**config.mk**
```make
export PLATFORM = sky130hd
export DESIGN_NAME = lookup_table_status_aging_regs
export DESIGN_NICKNAME = d
export VERILOG_FILES = /design/src/lut_regs_pkg.sv /design/src/lookup_table_status_aging_regs.sv
export VERILOG_INCLUDE_DIRS = /design/src
export SDC_FILE = /design/constraint.sdc
export NUM_CORES = 1
export LEC_CHECK = 0
export ABC_CLOCK_PERIOD_IN_PS = 5000
export BUFFER_PORTS_ARGS = -buffer_cell sky130_fd_sc_hd__buf_2
export CAP_MARGIN = 5
export CORE_MARGIN = 5
export CORE_UTILIZATION = 55
export CTS_CLUSTER_SIZE = 28
export DETAILED_ROUTE_END_ITERATION = 8
export PLACE_DENSITY_LB_ADDON = 0.1
export SLEW_MARGIN = 30
export SYNTH_ARGS = -nofsm -noshare
export SYNTH_HDL_FRONTEND = slang
export SYNTH_SLANG_ARGS = --single-unit
```
**constraint.sdc**
```tcl
create_clock -name clk_sys -period 5 [get_ports clk_sys]
set_input_delay 1 -clock clk_sys [delete_from_list [all_inputs] [get_ports clk_sys]]
set_output_delay 1 -clock clk_sys [all_outputs]
set_load 0.1 [all_outputs]
```
**src/lut_regs_defines.svh**
```systemverilog
// Register offsets, field positions and reset values of the lookup status and aging registers
`ifndef LUT_REGS_DEFINES_SVH
`define LUT_REGS_DEFINES_SVH

// Printed offsets are not all multiples of four: each is a word index
`define IDX_AGE_PERIOD 12'h0313
`define IDX_EVENT_STATUS 12'h0314
`define IDX_EVENT_MASK 12'h0315
`define IDX_AF_WF_INDEX 12'h0316
`define IDX_LEARN_FAIL_INDEX 12'h0318
`define IDX_HOST_ACCESS_INDEX 12'h031a
`define IDX_UNK_UC_CTRL 12'h0320
// Index field within the byte address
`define ADDR_IDX_HI 13
`define ADDR_IDX_LO 2

// Reset values
`define AGE_PERIOD_RESET 8'h4b
`define EVENT_MASK_RESET 3'h7

// Event bit positions
`define EV_WRITE_FAIL 0
`define EV_ALMOST_FULL 1
`define EV_LEARN_FAIL 2
`define EV_COUNT 3

// Unknown-unicast control fields
`define UC_FWD_EN_BIT 31
`define UC_PORTS_HI 2

// Index widths
`define ENTRY_IDX_W 12
`define BUCKET_IDX_W 10

// AHB transfer type
`define HTRANS_NONSEQ 2'h2

// One-second tick at 100 MHz
`define ONE_SECOND_CYCLES 27'h5f5_e100

`endif

```
**src/lut_regs_pkg.sv**
```systemverilog
// Types shared by the lookup status and aging register block
`default_nettype none
package lut_regs_pkg;
    // Unknown-packet category after priority
    typedef enum logic [1:0] {
        CAT_NONE,
        CAT_UNK_VID,
        CAT_UNK_UC,
        CAT_UNK_MC
    } unknown_cat_e;
endpackage : lut_regs_pkg
`default_nettype wire

```
**src/lookup_table_status_aging_regs.sv**
```systemverilog
// AHB-Lite register block for lookup aging, lookup events and unknown-unicast forwarding
// Overview of the block
// The block sits between host software and the lookup engine.
// Software reaches it over a single AHB-Lite slave port.
// The lookup engine reports its events as one-cycle pulses.
// Each pulse comes with the index that goes with it.
// The block keeps sticky status, a mask and the captured indices.
// It also keeps the aging period and the unicast forward control.
//
// Register map
// Each register takes one aligned word of the bus.
// The byte address is four times the register's word index.
// Data sits in the low bits of the word; the unicast forward enable is bit 31.
// Reserved bits read as zero, and writes to them are dropped.
// Unmapped words read as zero, and writes to them are dropped.
// Transfer size is not decoded: every access is a whole word.
//
// Bus timing
// The slave never inserts wait states once reset has lifted.
// The address phase is latched at the edge that takes it.
// Write data is applied at the edge that ends the data phase.
// Read data is registered at the end of the address phase.
// It then stands for the whole data phase.
// Limitation: a read right behind a write to the same word
// in a back-to-back transfer returns the old value.
// Software that needs the new value must leave one idle cycle.
// The response is always OKAY, so no error path exists.
//
// Event handling
// A status bit is set on the edge that samples its pulse.
// A write of one clears a status bit; a zero leaves it alone.
// When a pulse and a clear meet in one cycle, the pulse wins.
// This trades a lost clear for never losing an event.
// The summary flag and interrupt lag status by one edge.
// Both come straight from flip-flops, so they never glitch.
// Masks reset to all ones, so nothing interrupts at start-up.
//
// Captured indices
// Almost-full and write-fail share one capture field.
// Write fail wins if both fire in the same cycle.
// The upper bits of a write-fail capture read as zero.
// Learn-fail and host-access captures have their own fields.
// Every capture simply follows the latest event of its kind.
//
// Aging
// A free-running prescaler gives a one-second tick.
// The tick count is a fixed constant for a 100 MHz clock.
// A faster or slower clock would need that constant changed.
// The aging time of an entry is period times its age count.
// It is worked out one cycle after the table walker asks.
//
// Unknown packet handling
// Categories are ranked: unknown VID, unicast, then multicast.
// Only the top-ranked category of a packet is reported.
// Only unicast forwarding is decided in this block.
// The port select is zero while forwarding is disabled.
//
// Reset
// The external reset is asynchronous and active low.
// It is released through two flip-flops before use.
// Only the second flip-flop reads the first.
// The slave shows not-ready until the first edge after the internal reset lifts.
`timescale 1ns/10ps
`default_nettype none
`include "lut_regs_defines.svh"

module lookup_table_status_aging_regs
    import lut_regs_pkg::*;
(
    input wire logic clk_sys,
    input wire logic rst_n,
    // AHB-Lite slave
    input wire logic hsel,
    input wire logic [31:0] haddr,
    input wire logic [1:0] htrans,
    input wire logic hwrite,
    input wire logic [2:0] hsize,
    input wire logic [31:0] hwdata,
    input wire logic hready,
    output logic [31:0] hrdata,
    output logic hreadyout,
    output logic hresp,
    // Lookup engine events
    input wire logic learn_fail_evt,
    input wire logic almost_full_evt,
    input wire logic write_fail_evt,
    input wire logic [11:0] event_entry_index,
    input wire logic [9:0] event_bucket_index,
    input wire logic host_access_evt,
    input wire logic [9:0] host_access_bucket,
    // Aging request from the table walker
    input wire logic age_entry_req,
    input wire logic [7:0] age_entry_count,
    // Unknown packet classification
    input wire logic pkt_valid,
    input wire logic pkt_unknown_vid,
    input wire logic pkt_unknown_uc,
    input wire logic pkt_unknown_mc,
    // Outputs to switch fabric
    output logic age_tick,
    output logic [15:0] age_limit_sec,
    output logic [7:0] age_period_out,
    output logic lookup_engine_summary_flag,
    output logic lookup_irq,
    output logic [1:0] pkt_category,
    output logic uc_forward_valid,
    output logic [2:0] uc_forward_ports
);

    // Reset synchroniser; first stage read only by the second
    logic rst_meta;
    logic rst_sync_n;

    always_ff @(posedge clk_sys or negedge rst_n) begin
        if (!rst_n) begin
            rst_meta <= 1'b0;
            rst_sync_n <= 1'b0;
        end else begin
            rst_meta <= 1'b1;
            rst_sync_n <= rst_meta;
        end
    end

    // Register storage
    logic [7:0] age_period; // Aging period in seconds
    logic [`EV_COUNT-1:0] event_status; // Sticky events
    logic [`EV_COUNT-1:0] event_mask; // One disables
    logic [`ENTRY_IDX_W-1:0] af_wf_index; // Shared capture field
    logic [`BUCKET_IDX_W-1:0] learn_fail_index;
    logic [`BUCKET_IDX_W-1:0] host_access_index;
    logic uc_fwd_en;
    logic [`UC_PORTS_HI:0] uc_ports;

    // Latched address phase
    logic wr_pend;
    logic rd_pend;
    logic [11:0] ph_idx;

    // Word index from a byte address
    function automatic logic [11:0] addr_index(input logic [31:0] a);
        addr_index = a[`ADDR_IDX_HI:`ADDR_IDX_LO];
    endfunction : addr_index

    // Decode a write to one index; used by every writable register
    function automatic logic hit(input logic [11:0] idx, input logic [11:0] want);
        hit = (idx == want);
    endfunction : hit

    logic ahb_take;
    assign ahb_take = hsel && hready && (htrans == `HTRANS_NONSEQ);

    // Address phase capture; zero wait states
    always_ff @(posedge clk_sys or negedge rst_sync_n) begin
        if (!rst_sync_n) begin
            wr_pend <= 1'b0;
            rd_pend <= 1'b0;
            ph_idx <= 12'h000;
        end else begin
            wr_pend <= ahb_take && hwrite;
            rd_pend <= ahb_take && !hwrite;
            ph_idx <= ahb_take ? addr_index(haddr) : ph_idx;
        end
    end

    // Ready from the first edge after reset, always OKAY
    always_ff @(posedge clk_sys or negedge rst_sync_n) begin
        if (!rst_sync_n) begin
            hreadyout <= 1'b0;
            hresp <= 1'b0;
        end else begin
            hreadyout <= 1'b1;
            hresp <= 1'b0;
        end
    end

    // Read mux for the address-phase index; unmapped reads zero
    logic [31:0] next_rdata;
    always_comb begin
        next_rdata = 32'h0000_0000;
        case (addr_index(haddr))
            `IDX_AGE_PERIOD: next_rdata[7:0] = age_period;
            `IDX_EVENT_STATUS: next_rdata[`EV_COUNT-1:0] = event_status;
            `IDX_EVENT_MASK: next_rdata[`EV_COUNT-1:0] = event_mask;
            `IDX_AF_WF_INDEX: next_rdata[`ENTRY_IDX_W-1:0] = af_wf_index;
            `IDX_LEARN_FAIL_INDEX: next_rdata[`BUCKET_IDX_W-1:0] = learn_fail_index;
            `IDX_HOST_ACCESS_INDEX: next_rdata[`BUCKET_IDX_W-1:0] = host_access_index;
            `IDX_UNK_UC_CTRL: begin
                next_rdata[`UC_FWD_EN_BIT] = uc_fwd_en;
                next_rdata[`UC_PORTS_HI:0] = uc_ports;
            end
            default: next_rdata = 32'h0000_0000;
        endcase
    end

    // Read data registered at end of address phase, stands during data phase
    always_ff @(posedge clk_sys or negedge rst_sync_n) begin
        if (!rst_sync_n) begin
            hrdata <= 32'h0000_0000;
        end else if (ahb_take && !hwrite) begin
            hrdata <= next_rdata;
        end
    end

    // Age period register
    always_ff @(posedge clk_sys or negedge rst_sync_n) begin
        if (!rst_sync_n) begin
            age_period <= `AGE_PERIOD_RESET;
        end else if (wr_pend && hit(ph_idx, `IDX_AGE_PERIOD)) begin
            age_period <= hwdata[7:0];
        end
    end

    // Event inputs gathered by bit position
    logic [`EV_COUNT-1:0] event_in;
    always_comb begin
        event_in = '0;
        event_in[`EV_LEARN_FAIL] = learn_fail_evt;
        event_in[`EV_ALMOST_FULL] = almost_full_evt;
        event_in[`EV_WRITE_FAIL] = write_fail_evt;
    end

    // Sticky status bits; an event in the clearing cycle wins
    genvar g;
    generate
        for (g = 0; g < `EV_COUNT; g = g + 1) begin : g_status
            always_ff @(posedge clk_sys or negedge rst_sync_n) begin
                if (!rst_sync_n) begin
                    event_status[g] <= 1'b0;
                end else if (event_in[g]) begin
                    event_status[g] <= 1'b1;
                end else if (wr_pend && hit(ph_idx, `IDX_EVENT_STATUS) && hwdata[g]) begin
                    event_status[g] <= 1'b0;
                end
            end
        end
    endgenerate

    // Mask register
    always_ff @(posedge clk_sys or negedge rst_sync_n) begin
        if (!rst_sync_n) begin
            event_mask <= `EVENT_MASK_RESET;
        end else if (wr_pend && hit(ph_idx, `IDX_EVENT_MASK)) begin
            event_mask <= hwdata[`EV_COUNT-1:0];
        end
    end

    // Summary flag and interrupt, registered from status and mask
    always_ff @(posedge clk_sys or negedge rst_sync_n) begin
        if (!rst_sync_n) begin
            lookup_engine_summary_flag <= 1'b0;
            lookup_irq <= 1'b0;
        end else begin
            lookup_engine_summary_flag <= |event_status;
            lookup_irq <= |(event_status & ~event_mask);
        end
    end

    // Shared capture field; write fail wins if both fire together
    always_ff @(posedge clk_sys or negedge rst_sync_n) begin
        if (!rst_sync_n) begin
            af_wf_index <= '0;
        end else if (write_fail_evt) begin
            af_wf_index <= {2'b00, event_bucket_index};
        end else if (almost_full_evt) begin
            af_wf_index <= event_entry_index;
        end
    end

    // Learn fail bucket capture
    always_ff @(posedge clk_sys or negedge rst_sync_n) begin
        if (!rst_sync_n) begin
            learn_fail_index <= '0;
        end else if (learn_fail_evt) begin
            learn_fail_index <= event_bucket_index;
        end
    end

    // Host access bucket capture
    always_ff @(posedge clk_sys or negedge rst_sync_n) begin
        if (!rst_sync_n) begin
            host_access_index <= '0;
        end else if (host_access_evt) begin
            host_access_index <= host_access_bucket;
        end
    end

    // Unknown-unicast control; reserved bits ignored
    always_ff @(posedge clk_sys or negedge rst_sync_n) begin
        if (!rst_sync_n) begin
            uc_fwd_en <= 1'b0;
            uc_ports <= '0;
        end else if (wr_pend && hit(ph_idx, `IDX_UNK_UC_CTRL)) begin
            uc_fwd_en <= hwdata[`UC_FWD_EN_BIT];
            uc_ports <= hwdata[`UC_PORTS_HI:0];
        end
    end

    // One-second prescaler for aging
    logic [26:0] sec_cnt;
    always_ff @(posedge clk_sys or negedge rst_sync_n) begin
        if (!rst_sync_n) begin
            sec_cnt <= '0;
            age_tick <= 1'b0;
        end else if (sec_cnt == `ONE_SECOND_CYCLES - 27'd1) begin
            sec_cnt <= '0;
            age_tick <= 1'b1;
        end else begin
            sec_cnt <= sec_cnt + 27'd1;
            age_tick <= 1'b0;
        end
    end

    // Aging time of an entry: period times its age count, in seconds
    always_ff @(posedge clk_sys or negedge rst_sync_n) begin
        if (!rst_sync_n) begin
            age_limit_sec <= '0;
            age_period_out <= `AGE_PERIOD_RESET;
        end else begin
            age_period_out <= age_period;
            if (age_entry_req) begin
                age_limit_sec <= 16'(age_period) * 16'(age_entry_count);
            end
        end
    end

    // Classify unknown packets by priority
    unknown_cat_e next_cat;
    always_comb begin
        if (pkt_unknown_vid) begin
            next_cat = CAT_UNK_VID;
        end else if (pkt_unknown_uc) begin
            next_cat = CAT_UNK_UC;
        end else if (pkt_unknown_mc) begin
            next_cat = CAT_UNK_MC;
        end else begin
            next_cat = CAT_NONE;
        end
    end

    // Forwarding decision; only unicast handled here
    always_ff @(posedge clk_sys or negedge rst_sync_n) begin
        if (!rst_sync_n) begin
            pkt_category <= CAT_NONE;
            uc_forward_valid <= 1'b0;
            uc_forward_ports <= '0;
        end else begin
            pkt_category <= pkt_valid ? next_cat : CAT_NONE;
            uc_forward_valid <= pkt_valid && (next_cat == CAT_UNK_UC) && uc_fwd_en;
            uc_forward_ports <= uc_fwd_en ? uc_ports : '0;
        end
    end

endmodule : lookup_table_status_aging_regs
`default_nettype wire

```
==> qor.csv <==
stage,metric,value,unit
logic_synthesis,post-synth cell types,72,
global_route,global-route met3 utilization,0.05211,
global_route,first-pass GRT wire length,31890,um
critical_path,"Req. time, crit path",5310,ps
clocking,Post-CTS Resized,0,
placed_design,Post-DP HPWL,14520,um
cells_and_area,Layout Nets,1117,
clocking,Inserted Clock Buffers,17,
cells_and_area,final core occ,0.6464,
clocking,post-CTS setup buffers,0,
cells_and_area,antenna cell count,0,
timing,Final min period,4639,ps
timing,Final Hold Fails,0,
global_route,GR Util met1,0.2728,
route,Final ANT Viol Nets,0,
logic_synthesis,"FFs w/ async S/R, synth",1.000,
route,Remaining DRCs,0,
route,drt wl/cell,17.02,um
cells_and_area,"commonest cells after routing, fill and taps aside","dfrtp_1, buf_2, nand2_1",
route,drt first pass iters,4,
critical_path,Crit. End Element,register,
die,starting density of the core,0.5568,
cells_and_area,Syn-to-layout area delta,16.10,%
timing,Slew @ Worst Pin,807.2,ps
logic_synthesis,Syn Area/Cell,10.64,um^2
die,core area,15090,um^2
critical_path,CP startpoint kind,input pin,
logic_synthesis,"EDFF count, synth",0,
logic_synthesis,sequential cell area fraction in the yosys report,0.4156,
clocking,worst skew pair latency,420,ps
logic_synthesis,Netlist Area Pre-Place,8402,um^2
cells_and_area,"commonest non-fill, non-tap cell in the layout",dfrtp_1,
clocking,hold buffer count at cts,0,
cells_and_area,share of cells above drive strength 1,0.2639,
die,die height,133.6,um
global_route,grt ovf,0,
timing,hold_ws,350.7,ps
timing,slew margin rel.,0.4619,
die,full die area,17850,um^2
job,Max Cap Viol,0,
clocking,Clock Path Buffers,2,
critical_path,WP data arrival,4950,ps
critical_path,CP max FO,5,
timing,Fmax achieved,0.2156,GHz
clocking,Root Buffer,clkbuf_16,
route,final WL,19070,um
cells_and_area,Non-Filler Instances,1120,
clocking,CTS sink count,139,
timing,Max Slew Vio Count,0,
logic_synthesis,"flops & latches, synth",139,
status,status,finished clean,
global_route,GRT Max-Usage Layer,met2,
global_route,pin count of the biggest net entering global routing,77,
die,std cell rows,45,
critical_path,"Worst Path Class, Setup",input pin to register,
logic_synthesis,total number of yosys warnings,0,
global_route,Total GRT Usage,0.2227,
cells_and_area,Fillers,1237,
timing,Clock Skew,9.798,ps
min_path,Worst Hold Class,input pin to async pin,
timing,crit share post-route,0.9278,
global_route,GR met2 Demand/Resource,0.3914,
power_and_ir_drop,Leakage,4.762,nW
power_and_ir_drop,Final Power,3.963,mW
route,Vias/cell,5.574,
route,Vias,6243,
die,die width,133.6,um
clocking,CTS tree,yes,
placed_design,Placed Cells,1090,
global_route,vias in the first global route,6549,
placed_design,IO Port Bufs,123,
placed_design,global placer's final weighted congestion,0.8677,
clocking,clock slew at reported path FFs,60,ps
global_route,initial antenna violation count,0,
timing,RSZ-0062 raised after global routing,no,
die,# IOs,190,
logic_synthesis,most used flip-flop cell after synthesis,dfrtp_1,
power_and_ir_drop,Pwr Density,406.3,nW/um^2
power_and_ir_drop,Worst VDD drop,0.2666,mV
timing,Final setup viols,0,
clocking,H-tree levels,4,
route,DRT iter0 DRCs,288,
logic_synthesis,Syn Inst Count,790,
critical_path,reg2reg setup slack,410,ps
[critical path: stages]
cell and delay, ps:
buf_2 100, and2_1 170, fa_1 510, fa_1 520, fa_1 560, inv_1 60
fa_1 530, inv_1 40, ha_1 290, buf_4 160, a21oi_1 260, nand2_1 130
o21ai_0 260, nand3_1 110, a31o_2 240
[routing by layer]
layer  up-vias  wire length, um
met5         -                0
met4         0              390
met2       180             9724
li1       2930                -
met3        34             1035
met1      3099             7916
[flip-flops by register name, indices dropped and copies added, names as in the netlist, 8 cells and up]
name,count
sec_cnt,27
age_limit_sec,16
age_period_out,8
af_wf_index,12
ph_idx,12
age_period,8
hrdata,13
learn_fail_index,10
host_access_index,10
[cell usage after synthesis (4+ instances only)]
cell type,instances,share of area
mux2_2,44,0.059
xnor2_1,12,0.013
dfstp_2,11,0.034
ha_1,37,0.055
fa_1,36,0.086
buf_4,21,0.019
a22o_1,6,0.0063
a21oi_1,14,0.0083
o22a_1,5,0.0052
nand4_1,12,0.0089
a32oi_1,4,0.0042
dfrtp_1,128,0.38
a21o_1,8,0.0071
and2_1,48,0.036
xor2_1,15,0.016
o21ai_0,27,0.016
a211oi_1,5,0.0045
nand2_1,78,0.035
nor2b_1,12,0.0089
a22oi_1,13,0.012
mux2_4,8,0.014
nand3_1,18,0.011
and3_1,7,0.0052
inv_1,62,0.028
nor2_1,37,0.017
clkbuf_1,19,0.0085
buf_2,4,0.0024
nor3_1,11,0.0066
mux2i_1,13,0.015
[power by group]
group / switching, mW / internal (mW) / leakage, nW / total [mW]
logic: 0.973 / 0.461 / 2.77 / 1.43
registers: 0.0776 / 1.24 / 1.72 / 1.32
clock network: 0.474 / 0.740 / 0.271 / 1.21
[cell type report]
class | instances | area, um^2 | area share
clock buffers | 19 | 442.9 | 0.04541
clock inverters | 11 | 120.1 | 0.01231
inverters | 62 | 232.7 | 0.02386
multi-input cells | 560 | 4473 | 0.4586
flip-flops and latches | 139 | 3496 | 0.3584
well taps | 188 | 235.2 | 0.02411
repair buffers | 141 | 754.5 | 0.07735
[per-stage QoR]
step / cell area (um^2) / setup TNS (ps) / setup WS (ps)
finish: 9754 / 0 / 361.1
global route: 9754 / 0 / 102.5
CTS: 9746 / 0 / 379.8
detailed placement: 9183 / -83.46 / -50.39
global placement: 9183 / 0 / 22.54
floorplan: 8477 / 0 / 221.4
[final timing paths]
path / from / to / cells after the start
max reg2reg: age_period[3] / age_limit_sec[12] / 14
max in group asynchronous: rst_sync_n / age_limit_sec[13] / 1
max: age_entry_count[7] / age_limit_sec[12] / 15
min in group clk_sys: rst_meta / rst_sync_n / 0
min: rst_n / rst_meta / 1
min reg2reg: rst_meta / rst_sync_n / 0
[kinds of logic after synthesis]
| family | synth area share |
|---|---|
| muxes | 0.08876 |
| other | 0.0008939 |
| adders and majority gates | 0.1409 |
| and+or+nand+nor | 0.1692 |
| AOI/OAI and AO/OA | 0.09501 |
| buffers and inverters | 0.06150 |
| xor gates and xnor gates | 0.02815 |
| DFF | 0.4156 |
No activity file was read; power rests on OpenSTA's default activity.
